$ cat src/design/ufl_pkg.sv
// package: register map, field layout and timing constants for the frame and list block
package ufl_pkg;
    localparam logic [31:0] UFL_IRQ_EN_ADDR = 32'hFFF0_5010;
    localparam logic [31:0] UFL_IRQ_DIS_ADDR = 32'hFFF0_5014;
    localparam logic [31:0] UFL_COMM_AREA_ADDR = 32'hFFF0_5018;
    localparam logic [31:0] UFL_PER_CUR_ADDR = 32'hFFF0_501C;
    localparam logic [31:0] UFL_CTL_HEAD_ADDR = 32'hFFF0_5020;
    localparam logic [31:0] UFL_CTL_CUR_ADDR = 32'hFFF0_5024;
    localparam logic [31:0] UFL_BLK_HEAD_ADDR = 32'hFFF0_5028;
    localparam logic [31:0] UFL_BLK_CUR_ADDR = 32'hFFF0_502C;
    localparam logic [31:0] UFL_DONE_HEAD_ADDR = 32'hFFF0_5030;
    localparam logic [31:0] UFL_FM_INTERVAL_ADDR = 32'hFFF0_5034;
    localparam logic [31:0] UFL_FM_REMAIN_ADDR = 32'hFFF0_5038;
    localparam logic [31:0] UFL_FM_NUMBER_ADDR = 32'hFFF0_503C;

    // interrupt enable bit positions
    localparam int UFL_GLOBAL_IRQ_BIT = 31;
    localparam int UFL_OWNER_CHG_BIT = 30;
    localparam int UFL_ROOT_HUB_BIT = 6;
    localparam int UFL_FRAME_OVF_BIT = 5;
    localparam int UFL_UNRECOV_BIT = 4;
    localparam int UFL_RESUME_BIT = 3;
    localparam int UFL_FRAME_START_BIT = 2;
    localparam int UFL_DONE_WB_BIT = 1;
    localparam int UFL_SCHED_OVR_BIT = 0;
    // writable enable bits; the unrecoverable-error enable is absent on purpose
    localparam logic [31:0] UFL_IRQ_EN_MASK = 32'hC000_006F;

    // pointer fields
    localparam int UFL_COMM_AREA_LSB = 8;
    localparam int UFL_DESC_LSB = 4;

    // frame interval layout
    localparam int UFL_INTERVAL_TOGGLE_BIT = 31;
    localparam int UFL_PACKET_LIMIT_MSB = 30;
    localparam int UFL_PACKET_LIMIT_LSB = 16;
    localparam int UFL_FRAME_LENGTH_MSB = 13;
    localparam int UFL_REMAIN_TOGGLE_BIT = 31;
    localparam logic [31:0] UFL_FM_INTERVAL_RESET = 32'h0000_2EDF;
    localparam logic [31:0] UFL_FM_INTERVAL_MASK = 32'hFFFF_3FFF;
    localparam logic [31:0] UFL_ZERO_RESET = 32'h0000_0000;

    // functional state encoding from the control logic
    localparam logic [1:0] UFL_STATE_OPERATIONAL = 2'b10;

    // bit clock derived from mclk by a phase accumulator
    localparam int UFL_MCLK_KHZ = 250_000;
    localparam int UFL_BIT_KHZ = 12_000;
    localparam int UFL_PHASE_W = 18;

    // list processor pointer selects
    localparam logic [2:0] UFL_SEL_PER_CUR = 3'h0;
    localparam logic [2:0] UFL_SEL_CTL_CUR = 3'h1;
    localparam logic [2:0] UFL_SEL_BLK_CUR = 3'h2;
    localparam logic [2:0] UFL_SEL_DONE_HEAD = 3'h3;
    localparam logic [2:0] UFL_SEL_CTL_HEAD = 3'h4;
    localparam logic [2:0] UFL_SEL_BLK_HEAD = 3'h5;

    typedef struct packed {
        logic [31:0] addr;
        logic [31:0] wdata;
        logic wr;
        logic rd;
    } ufl_bus_req_type;

    typedef struct packed {
        logic [27:0] sel_ptr;
        logic [2:0] sel;
        logic wr;
    } ufl_lp_upd_type;

    typedef struct packed {
        logic [23:0] comm_area;
        logic [27:0] periodic_current_ptr;
        logic [27:0] control_head_ptr;
        logic [27:0] control_current_ptr;
        logic [27:0] bulk_head_ptr;
        logic [27:0] bulk_current_ptr;
        logic [27:0] done_head_ptr;
    } ufl_ptrs_type;

    typedef struct packed {
        logic [15:0] frame_count_value;
        logic [13:0] remaining_time_count;
        logic remaining_toggle;
        logic [14:0] largest_packet_count;
        logic frame_start;
        logic frame_overflow;
    } ufl_frame_type;

    typedef enum logic [1:0] {
        UFL_FRM_STOP = 2'b01,
        UFL_FRM_RUN = 2'b10
    } ufl_frm_state_type;
endpackage

$ cat src/design/ufl_frame_list_regs.sv
// frame timing, interrupt enable/disable and list pointer registers of the usb host
//
// Contract
// - writing one to disable bit 31 clears the global interrupt enable
// - disable bits 30,6,5,3,2,1,0 clear their matching interrupt enables
// - zero bits written to the disable register leave enables unchanged
// - unrecoverable-error enable ignores every write, reads zero
// - comm area pointer held in bits 31:8, bits 7:0 reserved
// - periodic current pointer in bits 31:4, low bits read zero
// - control head pointer in bits 31:4, low bits reserved
// - control current pointer in bits 31:4, low bits read zero
// - bulk head pointer in bits 31:4, low bits read zero
// - bulk current pointer in bits 31:4, low bits read zero
// - done head pointer in bits 31:4, low bits read zero
// - largest packet counter loads from bits 30:16 at each frame start
// - remaining toggle copies interval toggle whenever remaining count loads
// - remaining count decrements once per 12 MHz period while operational
// - remaining count reloads from frame length on reaching zero
// - remaining count loads on entry into operational state
// - frame remaining register is read-only, resets to zero
// - frame number register is read-only, resets to zero
// - frame number increments on each remaining load, wraps to zero
module ufl_frame_list_regs
    import ufl_pkg::*;
#(
    parameter int MCLK_KHZ = UFL_MCLK_KHZ,
    parameter int BIT_KHZ = UFL_BIT_KHZ
) (
    input wire logic mclk_i,
    input wire logic rst_i,
    input wire ufl_bus_req_type bus_i,
    output logic [31:0] rdata_o,
    input wire logic [1:0] hc_state_i,
    input wire ufl_lp_upd_type lp_i,
    output logic [31:0] irq_enable_o,
    output ufl_ptrs_type ptrs_o,
    output ufl_frame_type frame_o
);
    localparam logic [UFL_PHASE_W-1:0] PHASE_STEP = UFL_PHASE_W'(BIT_KHZ);
    localparam logic [UFL_PHASE_W-1:0] PHASE_WRAP = UFL_PHASE_W'(MCLK_KHZ);

    function automatic logic hit(input ufl_bus_req_type b, input logic [31:0] a);
        return b.addr == a;
    endfunction

    function automatic logic [31:0] desc_word(input logic [27:0] p);
        return {p, 4'h0};
    endfunction

    logic [31:0] irq_en_reg;
    logic [23:0] comm_area_reg;
    logic [27:0] per_cur_reg;
    logic [27:0] ctl_head_reg;
    logic [27:0] ctl_cur_reg;
    logic [27:0] blk_head_reg;
    logic [27:0] blk_cur_reg;
    logic [27:0] done_head_reg;
    logic [31:0] fm_interval_reg;
    logic [13:0] remain_reg;
    logic remain_toggle_reg;
    logic [15:0] frame_num_reg;
    logic [14:0] ldp_count_reg;
    logic sof_reg;
    logic fno_reg;
    logic [UFL_PHASE_W-1:0] phase_reg;
    logic bit_tick_reg;
    logic [31:0] rdata_reg;
    ufl_frm_state_type frm_state_reg;
    ufl_frm_state_type frm_state_next;

    logic operational;
    logic frame_load;
    logic [UFL_PHASE_W-1:0] phase_sum;
    logic [15:0] frame_num_next;

    assign operational = hc_state_i == UFL_STATE_OPERATIONAL;
    assign phase_sum = phase_reg + PHASE_STEP;
    assign frame_num_next = frame_num_reg + 16'h0001;

    // interrupt enables: set register sets, disable register clears
    always_ff @(posedge mclk_i or posedge rst_i) begin
        if (rst_i) begin
            irq_en_reg <= UFL_ZERO_RESET;
        end else if (bus_i.wr && hit(bus_i, UFL_IRQ_EN_ADDR)) begin
            irq_en_reg <= (irq_en_reg | bus_i.wdata) & UFL_IRQ_EN_MASK;
        end else if (bus_i.wr && hit(bus_i, UFL_IRQ_DIS_ADDR)) begin
            // only ones clear; zeros and the error enable stay as they are
            irq_en_reg <= irq_en_reg & ~(bus_i.wdata & UFL_IRQ_EN_MASK);
        end
    end

    // communication area base
    always_ff @(posedge mclk_i or posedge rst_i) begin
        if (rst_i) begin
            comm_area_reg <= UFL_ZERO_RESET[31:UFL_COMM_AREA_LSB];
        end else if (bus_i.wr && hit(bus_i, UFL_COMM_AREA_ADDR)) begin
            comm_area_reg <= bus_i.wdata[31:UFL_COMM_AREA_LSB];
        end
    end

    // descriptor pointers; a list processor update wins over a software write
    // in the same cycle so that hardware progress is never lost
    always_ff @(posedge mclk_i or posedge rst_i) begin
        if (rst_i) begin
            per_cur_reg <= UFL_ZERO_RESET[31:UFL_DESC_LSB];
            ctl_head_reg <= UFL_ZERO_RESET[31:UFL_DESC_LSB];
            ctl_cur_reg <= UFL_ZERO_RESET[31:UFL_DESC_LSB];
            blk_head_reg <= UFL_ZERO_RESET[31:UFL_DESC_LSB];
            blk_cur_reg <= UFL_ZERO_RESET[31:UFL_DESC_LSB];
            done_head_reg <= UFL_ZERO_RESET[31:UFL_DESC_LSB];
        end else begin
            if (lp_i.wr && lp_i.sel == UFL_SEL_PER_CUR) begin
                per_cur_reg <= lp_i.sel_ptr;
            end else if (bus_i.wr && hit(bus_i, UFL_PER_CUR_ADDR)) begin
                per_cur_reg <= bus_i.wdata[31:UFL_DESC_LSB];
            end
            if (lp_i.wr && lp_i.sel == UFL_SEL_CTL_HEAD) begin
                ctl_head_reg <= lp_i.sel_ptr;
            end else if (bus_i.wr && hit(bus_i, UFL_CTL_HEAD_ADDR)) begin
                ctl_head_reg <= bus_i.wdata[31:UFL_DESC_LSB];
            end
            if (lp_i.wr && lp_i.sel == UFL_SEL_CTL_CUR) begin
                ctl_cur_reg <= lp_i.sel_ptr;
            end else if (bus_i.wr && hit(bus_i, UFL_CTL_CUR_ADDR)) begin
                ctl_cur_reg <= bus_i.wdata[31:UFL_DESC_LSB];
            end
            if (lp_i.wr && lp_i.sel == UFL_SEL_BLK_HEAD) begin
                blk_head_reg <= lp_i.sel_ptr;
            end else if (bus_i.wr && hit(bus_i, UFL_BLK_HEAD_ADDR)) begin
                blk_head_reg <= bus_i.wdata[31:UFL_DESC_LSB];
            end
            if (lp_i.wr && lp_i.sel == UFL_SEL_BLK_CUR) begin
                blk_cur_reg <= lp_i.sel_ptr;
            end else if (bus_i.wr && hit(bus_i, UFL_BLK_CUR_ADDR)) begin
                blk_cur_reg <= bus_i.wdata[31:UFL_DESC_LSB];
            end
            if (lp_i.wr && lp_i.sel == UFL_SEL_DONE_HEAD) begin
                done_head_reg <= lp_i.sel_ptr;
            end else if (bus_i.wr && hit(bus_i, UFL_DONE_HEAD_ADDR)) begin
                done_head_reg <= bus_i.wdata[31:UFL_DESC_LSB];
            end
        end
    end

    // frame interval; toggle discipline is software's job, bits 15:14 dropped, rest stored as written
    always_ff @(posedge mclk_i or posedge rst_i) begin
        if (rst_i) begin
            fm_interval_reg <= UFL_FM_INTERVAL_RESET;
        end else if (bus_i.wr && hit(bus_i, UFL_FM_INTERVAL_ADDR)) begin
            fm_interval_reg <= bus_i.wdata & UFL_FM_INTERVAL_MASK;
        end
    end

    // 12 MHz bit tick from 250 MHz: fractional accumulator, jitter of one mclk
    always_ff @(posedge mclk_i or posedge rst_i) begin
        if (rst_i) begin
            phase_reg <= '0;
            bit_tick_reg <= 1'b0;
        end else if (phase_sum >= PHASE_WRAP) begin
            phase_reg <= phase_sum - PHASE_WRAP;
            bit_tick_reg <= 1'b1;
        end else begin
            phase_reg <= phase_sum;
            bit_tick_reg <= 1'b0;
        end
    end

    always_comb begin
        frm_state_next = frm_state_reg;
        frame_load = 1'b0;
        case (frm_state_reg)
            UFL_FRM_STOP: begin
                if (operational) begin
                    frm_state_next = UFL_FRM_RUN;
                    frame_load = 1'b1;
                end
            end
            UFL_FRM_RUN: begin
                if (!operational) begin
                    frm_state_next = UFL_FRM_STOP;
                end else if (bit_tick_reg && remain_reg == 14'h0000) begin
                    frame_load = 1'b1;
                end
            end
            default: begin
                frm_state_next = UFL_FRM_STOP;
            end
        endcase
    end

    always_ff @(posedge mclk_i or posedge rst_i) begin
        if (rst_i) begin
            frm_state_reg <= UFL_FRM_STOP;
        end else begin
            frm_state_reg <= frm_state_next;
        end
    end

    // remaining-time counter and its toggle
    always_ff @(posedge mclk_i or posedge rst_i) begin
        if (rst_i) begin
            remain_reg <= UFL_ZERO_RESET[13:0];
            remain_toggle_reg <= 1'b0;
        end else if (frame_load) begin
            remain_reg <= fm_interval_reg[UFL_FRAME_LENGTH_MSB:0];
            remain_toggle_reg <= fm_interval_reg[UFL_INTERVAL_TOGGLE_BIT];
        end else if (frm_state_reg == UFL_FRM_RUN && operational && bit_tick_reg) begin
            remain_reg <= remain_reg - 14'h0001;
        end
    end

    // frame number and overflow event on a change of bit 15
    always_ff @(posedge mclk_i or posedge rst_i) begin
        if (rst_i) begin
            frame_num_reg <= UFL_ZERO_RESET[15:0];
            fno_reg <= 1'b0;
        end else if (frame_load) begin
            frame_num_reg <= frame_num_next;
            fno_reg <= frame_num_next[15] != frame_num_reg[15];
        end else begin
            fno_reg <= 1'b0;
        end
    end

    // largest data packet counter, reloaded per frame, counts bit times down
    always_ff @(posedge mclk_i or posedge rst_i) begin
        if (rst_i) begin
            ldp_count_reg <= '0;
            sof_reg <= 1'b0;
        end else begin
            sof_reg <= frame_load;
            if (frame_load) begin
                ldp_count_reg <= fm_interval_reg[UFL_PACKET_LIMIT_MSB:UFL_PACKET_LIMIT_LSB];
            end else if (bit_tick_reg && operational && ldp_count_reg != 15'h0000) begin
                ldp_count_reg <= ldp_count_reg - 15'h0001;
            end
        end
    end

    // read data one cycle after the strobe, zero otherwise and for unmapped addresses
    always_ff @(posedge mclk_i or posedge rst_i) begin
        if (rst_i) begin
            rdata_reg <= UFL_ZERO_RESET;
        end else if (!bus_i.rd) begin
            rdata_reg <= UFL_ZERO_RESET;
        end else begin
            case (bus_i.addr)
                UFL_IRQ_EN_ADDR: rdata_reg <= irq_en_reg;
                UFL_IRQ_DIS_ADDR: rdata_reg <= irq_en_reg;
                UFL_COMM_AREA_ADDR: rdata_reg <= {comm_area_reg, 8'h00};
                UFL_PER_CUR_ADDR: rdata_reg <= desc_word(per_cur_reg);
                UFL_CTL_HEAD_ADDR: rdata_reg <= desc_word(ctl_head_reg);
                UFL_CTL_CUR_ADDR: rdata_reg <= desc_word(ctl_cur_reg);
                UFL_BLK_HEAD_ADDR: rdata_reg <= desc_word(blk_head_reg);
                UFL_BLK_CUR_ADDR: rdata_reg <= desc_word(blk_cur_reg);
                UFL_DONE_HEAD_ADDR: rdata_reg <= desc_word(done_head_reg);
                UFL_FM_INTERVAL_ADDR: rdata_reg <= fm_interval_reg;
                UFL_FM_REMAIN_ADDR: begin
                    rdata_reg <= {remain_toggle_reg, 17'h0_0000, remain_reg};
                end
                UFL_FM_NUMBER_ADDR: rdata_reg <= {16'h0000, frame_num_reg};
                default: rdata_reg <= UFL_ZERO_RESET;
            endcase
        end
    end

    assign rdata_o = rdata_reg;
    assign irq_enable_o = irq_en_reg;
    assign ptrs_o.comm_area = comm_area_reg;
    assign ptrs_o.periodic_current_ptr = per_cur_reg;
    assign ptrs_o.control_head_ptr = ctl_head_reg;
    assign ptrs_o.control_current_ptr = ctl_cur_reg;
    assign ptrs_o.bulk_head_ptr = blk_head_reg;
    assign ptrs_o.bulk_current_ptr = blk_cur_reg;
    assign ptrs_o.done_head_ptr = done_head_reg;
    assign frame_o.frame_count_value = frame_num_reg;
    assign frame_o.remaining_time_count = remain_reg;
    assign frame_o.remaining_toggle = remain_toggle_reg;
    assign frame_o.largest_packet_count = ldp_count_reg;
    assign frame_o.frame_start = sof_reg;
    assign frame_o.frame_overflow = fno_reg;
endmodule // ufl_frame_list_regs

$ cat config.mk
export PLATFORM = sky130hd
export DESIGN_NAME = ufl_frame_list_regs
export DESIGN_NICKNAME = d
export VERILOG_FILES = /design/src/design/ufl_pkg.sv /design/src/design/ufl_frame_list_regs.sv
export SDC_FILE = /design/constraint.sdc
export NUM_CORES = 1
export LEC_CHECK = 0
export BUFFER_PORTS_ARGS = -buffer_cell sky130_fd_sc_hd__buf_2
export CORE_ASPECT_RATIO = 0.75
export CORE_MARGIN = 1.5
export CORE_UTILIZATION = 58
export CTS_CLUSTER_SIZE = 16
export DETAILED_ROUTE_END_ITERATION = 10
export PLACE_DENSITY = 0.86
export SETUP_SLACK_MARGIN = 0.15
export SLEW_MARGIN = 5
export SYNTH_ARGS = -nofsm -noshare
export SYNTH_HDL_FRONTEND = slang
export SYNTH_SLANG_ARGS = --single-unit
export TNS_END_PERCENT = 50
$ cat constraint.sdc
create_clock -name mclk_i -period 28.6 [get_ports mclk_i]
set_clock_uncertainty 0.2 [all_clocks]
set_input_delay 4.29 -clock mclk_i [delete_from_list [all_inputs] [get_ports mclk_i]]
set_output_delay 4.29 -clock mclk_i [all_outputs]
set_load 0.005 [all_outputs]
# Word-level counts from Yosys, hierarchy flattened
# Index checks and enable logic that the tools add are counted.
dict set report totals {
  out_inout_bits 304
  ff_bits 355
  inputBits 102
  elab_cells 116
}
dict set report op_classes {
  eq_ne 23
  reduce_logical 35
  n_lt_le_gt_ge 1
  n_bitwise 3
  n_addsub 5
  mux 30
}
# op count
set ops {}
lappend ops {{equality test 32 bit (second input constant)} 12}
lappend ops {{case mux 32 bit (11 select lines)} 1}
lappend ops {{2-to-1 mux 28 bit} 12}
lappend ops {{2-to-1 mux 32 bit} 3}
lappend ops {{AND 32 bit} 1}
lappend ops {{inverter 32 bit} 1}
lappend ops {{bitwise OR 32 bit} 1}
lappend ops {{2-to-1 mux 15 bit} 2}
lappend ops {{2-to-1 mux 14 bit} 2}
lappend ops {{logical AND 1 bit} 21}
lappend ops {{adder 18 x 14 -> 18 bit (second input constant)} 1}
lappend ops {{greater-or-equal comparator 18 bit (second input constant)} 1}
lappend ops {{2-to-1 mux 18 bit} 1}
lappend ops {{nonzero test 2 bit} 9}
lappend ops {{subtractor 18 bit (second input constant)} 1}
lappend ops {{adder 16 x 1 -> 16 bit (second input constant)} 1}
lappend ops {{nonzero test 15 bit} 1}
lappend ops {{subtractor 15 x 1 -> 15 bit (second input constant)} 1}
lappend ops {{logical NOT 14 bit} 1}
lappend ops {{subtractor 14 x 1 -> 14 bit (second input constant)} 1}
lappend ops {{equality test 3 x 2 -> 1 bit (second input constant)} 2}
lappend ops {{equality test 3 bit (second input constant)} 2}
lappend ops {{2-to-1 mux 1 bit} 5}
lappend ops {{equality test 2 bit (second input constant)} 2}
lappend ops {{other kinds (10)} 12}

# Longest topological paths before layout
dict set report logic_depth {
  word_depth 6
  depth_mapped 12
  depth_no_buf 10
}

# Worst setup path after synthesis
# No wires, ideal clock.
dict set report synth_path {
  kind {input -> register}
  start {in bus_i[52] in the netlist's numbering}
  end {reg comm_area_reg[0]}
  t_required_ps 28275
  setup_slack_ps 21965
  path_buffers 2
  path_stages 8
  setup_time_ps 125
  arrival_ps 6311
  cell_sequence {nand4b_1 -> or3_1 -> or2_1 -> buf_2 -> nor3_2 -> nand2_1 -> clkbuf_1 -> mux2_2}
}
dict set report synth_between {
  elab_chain_cells 2
}
# element line_no
set synth_rtl {}
lappend synth_rtl {{start: declaration} ufl_frame_list_regs.sv:31} ;# input wire ufl_bus_req_type bus_i,
lappend synth_rtl {{equality test 32 bit} ufl_frame_list_regs.sv:43} ;# return b.addr == a;
lappend synth_rtl {{logical AND 1 bit} ufl_frame_list_regs.sv:96} ;# end else if (bus_i.wr && hit(bus_i, UFL_COMM_AREA_ADDR)) begin
lappend synth_rtl {{end signal: assignment} ufl_frame_list_regs.sv:95} ;# comm_area_reg <= UFL_ZERO_RESET[31:UFL_COMM_AREA_LSB];
lappend synth_rtl {{end signal: assignment} ufl_frame_list_regs.sv:97} ;# comm_area_reg <= bus_i.wdata[31:UFL_COMM_AREA_LSB];
lappend synth_rtl {{end: declaration} ufl_frame_list_regs.sv:51} ;# logic [23:0] comm_area_reg;
# No other way between the ends.
# A chain may end at the register's enable or synchronous reset.

# Worst setup path in the final report
dict set report layout_path {
  start {in bus_i[35] in the netlist's numbering}
  end {reg fm_interval_reg[29]}
}
dict set report layout_between {
  elab_chain_cells 2
}
# element line_no
set layout_rtl {}
lappend layout_rtl {{equality test 32 bit} ufl_frame_list_regs.sv:43}
lappend layout_rtl {{logical AND 1 bit} ufl_frame_list_regs.sv:149} ;# end else if (bus_i.wr && hit(bus_i, UFL_FM_INTERVAL_ADDR)) begin
lappend layout_rtl {{end signal: assignment} ufl_frame_list_regs.sv:150} ;# fm_interval_reg <= bus_i.wdata & UFL_FM_INTERVAL_MASK;
lappend layout_rtl {{end: declaration} ufl_frame_list_regs.sv:58} ;# logic [31:0] fm_interval_reg;
# No other way between the ends.

==> run_results.csv <==
group,metric,value,unit
routing,dr.first_iter.drc_count,1443,
cells_and_area,syn2layout_area_growth,20.7,%
synthesis,synth_most_common_cell,"dfrtp_1",
timing,slew_violations,0,
critical_path,cp_max_fo,30,
die,die_h,149,um
timing,hold_viol_final,0,
die,coreArea,28000,um^2
critical_path,crit_path_start_kind,"primary input",
power_and_ir_drop,power,1.22,mW
synthesis,netlist_instances,1629,
timing,period_needed,8220,ps
power_and_ir_drop,total_leakage_power,9.69,nW
power_and_ir_drop,switching_share,29.3,%
clock_tree,cts_resized,0,
worst_hold_path,hp-class,"flip-flop to flip-flop",
clock_tree,insertion_delay,520,ps
timing,setup_slack,20380,ps
synthesis,syn_avg_cell_area,10.1,um^2
power_and_ir_drop,seqPwrFrac,47.1,%
placement,port_buffers,381,
timing,worstMarginPinSlew,1360,ps
cells_and_area,final_nets,2073,
power_and_ir_drop,irDropWorstVdd,0.0000409,V
cells_and_area,largest_reg_flops,32,
timing,setup_tns,0,ps
die,die_area,29500,um^2
grt,grt_pass1_wl,89400,um
cells_and_area,design_area,19900,um^2
die,num_rows,53,
synthesis,ys_ff_latch,327,
critical_path,ff2ff_path_depth,10,
placement,hpwlAfterDp,40800,um
timing,fmax,122,MHz
clock_tree,post-cts-setup-buffer-count,0,
grt,grt.overflow.total,0,
die,die_x,198,um
critical_path,critPathLaunch,"bus_i[35]",
clock_tree,cts.htree.levels,2,
routing,dr.pass1.iters,5,
timing,setup_violations,0,
power_and_ir_drop,intPower,862,uW
critical_path,r2r_end,"ldp_count_reg[0]",
die,initial_core_util,59.0,%
synthesis,synth.area.top_cells,"dfrtp_1, mux2i_1, o21ai_0, nand2_1, mux2_2",
timing,finalCritPeriodShare,28.7,%
clock_tree,root_buffer,"clkbuf_16",
clock_tree,clock_path_buffers,3,
grt,antenna_found_initial,5,
cells_and_area,drive_above_1_share,28.5,%
clock_tree,hold_buffers,0,
grt,grt_max_degree,181,
routing,final_antenna_net_count,0,
routing,wl,60100,um
synthesis,synth_top_area_share,47.8,%
critical_path,cp-endpoint,"fm_interval_reg[29]",
synthesis,synth_ff_type,"dfrtp_1",
synthesis,synth_top_cells_by_count,"dfrtp_1, nand2_1, o21ai_0",
power_and_ir_drop,clockPowerShare,37.8,%
timing,rsz0062_at_grt,"no",
routing,drt-vias-per-instance,6.51,
placement,placed_area,18800,um^2
run_status,status,"finished, final reports clean",
routing,vias,15500,
placement,gp_congestion,0.986,
clock_tree,clock_sinks,327,
clock_tree,cts_tree,"done",
job,cap_violations,0,
power_and_ir_drop,p_switching,356,uW
grt,grt_pass1_vias,14900,
critical_path,reg2reg_from,"frm_state_reg[0]",
grt,track_usage,40.2,%
power_and_ir_drop,power_density,61.2,nW/um^2
synthesis,synthDistinctLibCells,67,
timing,relSlewSlack,8.59,%
critical_path,r2r_slack,24500,ps
critical_path,worstSetupPathType,"primary input to flip-flop",
synthesis,yosysTopAreaCell,"dfrtp_1",
power_and_ir_drop,power_frac_comb,15.1,%
synthesis,syn-cell-area,16500,um^2
routing,drc_errors,0,
synthesis,yosys_warnings,0,
critical_path,crit_path_end_kind,"flip-flop",
synthesis,synth_seq_area_share,49.7,%
critical_path,cp.arrival,8400,ps
clock_tree,numCtsBuffers,34,
clock_tree,path_clk_slew,60,ps
synthesis,synth_edf_count,0,
placement,post-place-ws,20050,ps
critical_path,cp.required,28790,ps
die,io_pins,406,
routing,wl_per_cell,25.3,um
synthesis,async_flop_share,100,%
kinds of logic after synthesis:
logic type | synth area share (%)
AND/OR/NAND/NOR | 12.0
AO/OA/AOI/OAI | 15.9
flip-flops | 49.7
multiplexers | 14.5
buffers and inverters | 4.25
XOR/XNOR | 2.76
adder cells (fa/ha/maj) | 0.834
other | 0.0227
layout make-up:
type / instances / area, um^2
diodes: 6 / 15.0
clock buffers: 50 / 1010
clock inverters: 9 / 124
fillers: 2112 / 8060
inverters: 17 / 71.3
multi-input cells: 1171 / 7890
flip-flops and latches: 327 / 8200
well taps: 385 / 482
repair buffers: 409 / 2130
how the worst min path moves through the flow:
stage / slack (ps) / endpoint / startpoint / cells past startpoint
final: 300 / per_cur_reg[15] / per_cur_reg[15] / 2
after global routing: 330 / ctl_head_reg[25] / ctl_head_reg[25] / 2
after CTS: 300 / per_cur_reg[15] / per_cur_reg[15] / 2
after detailed placement: 290 / per_cur_reg[15] / per_cur_reg[15] / 2
after global placement: 280 / irq_enable_o[31] / irq_enable_o[31] / 2
after floorplan: 270 / ldp_count_reg[7] / fm_interval_reg[23] / 2
per-stage QoR:
step | std cells | utilization (%) | hold WS [ps]
final | 2374 | 71.2 | 305
after global routing | 2372 | 71.2 | 329
after CTS | 2368 | 71.1 | 304
after detailed placement | 2309 | 67.1 | 291
after global placement | 2309 | 67.1 | 283
after floorplan | 1652 | - | 266
worst max-delay path: stages:
cell and delay, ps:
buf_2 90, nor4b_1 340, nand4_1 360, nor2_1 790, and3_1 1090, nand2_2 890
mux2_2 540
placed cells by master, fill, tap and decap left out, types with 8 or more instances in the layout:
cell type	synthesis	layout
a21oi_1	27	23
a221oi_1	15	15
a22o_1	14	14
a22oi_1	76	76
a31oi_1	24	24
buf_2	6	381
buf_4	27	27
clkbuf_16	0	35
clkbuf_8	0	8
conb_1	1	24
dfrtp_1	315	315
dfstp_2	12	12
ha_1	11	11
inv_1	16	15
mux2_2	60	60
mux2i_1	172	172
nand2_1	256	255
nand3_1	18	18
nand4_1	13	13
nor2_1	46	46
nor2b_1	10	10
nor3_1	20	15
o21ai_0	220	220
xnor2_1	25	25
xor2_1	27	27
metal layers:
metal / vias to the layer above / global-route usage [%] / wire length (um)
li1: 6497 / - / -
met5: - / 0 / 13
met1: 7541 / 53.3 / 22500
met2: 1162 / 60.8 / 26900
met4: 2 / 21.1 / 3170
met3: 249 / 10.9 / 7480
power groups by stage:
stage / combinational [mW] / clock [mW] / sequential, mW
floorplan: 0.0831 / 0 / 0.567
detailed placement: 0.180 / 0 / 0.579
finish: 0.184 / 0.460 / 0.574
CTS: 0.182 / 0.460 / 0.571
global route: 0.203 / 0.479 / 0.578
global placement: 0.171 / 0 / 0.577
No activity file was read; power rests on OpenSTA's default activity.
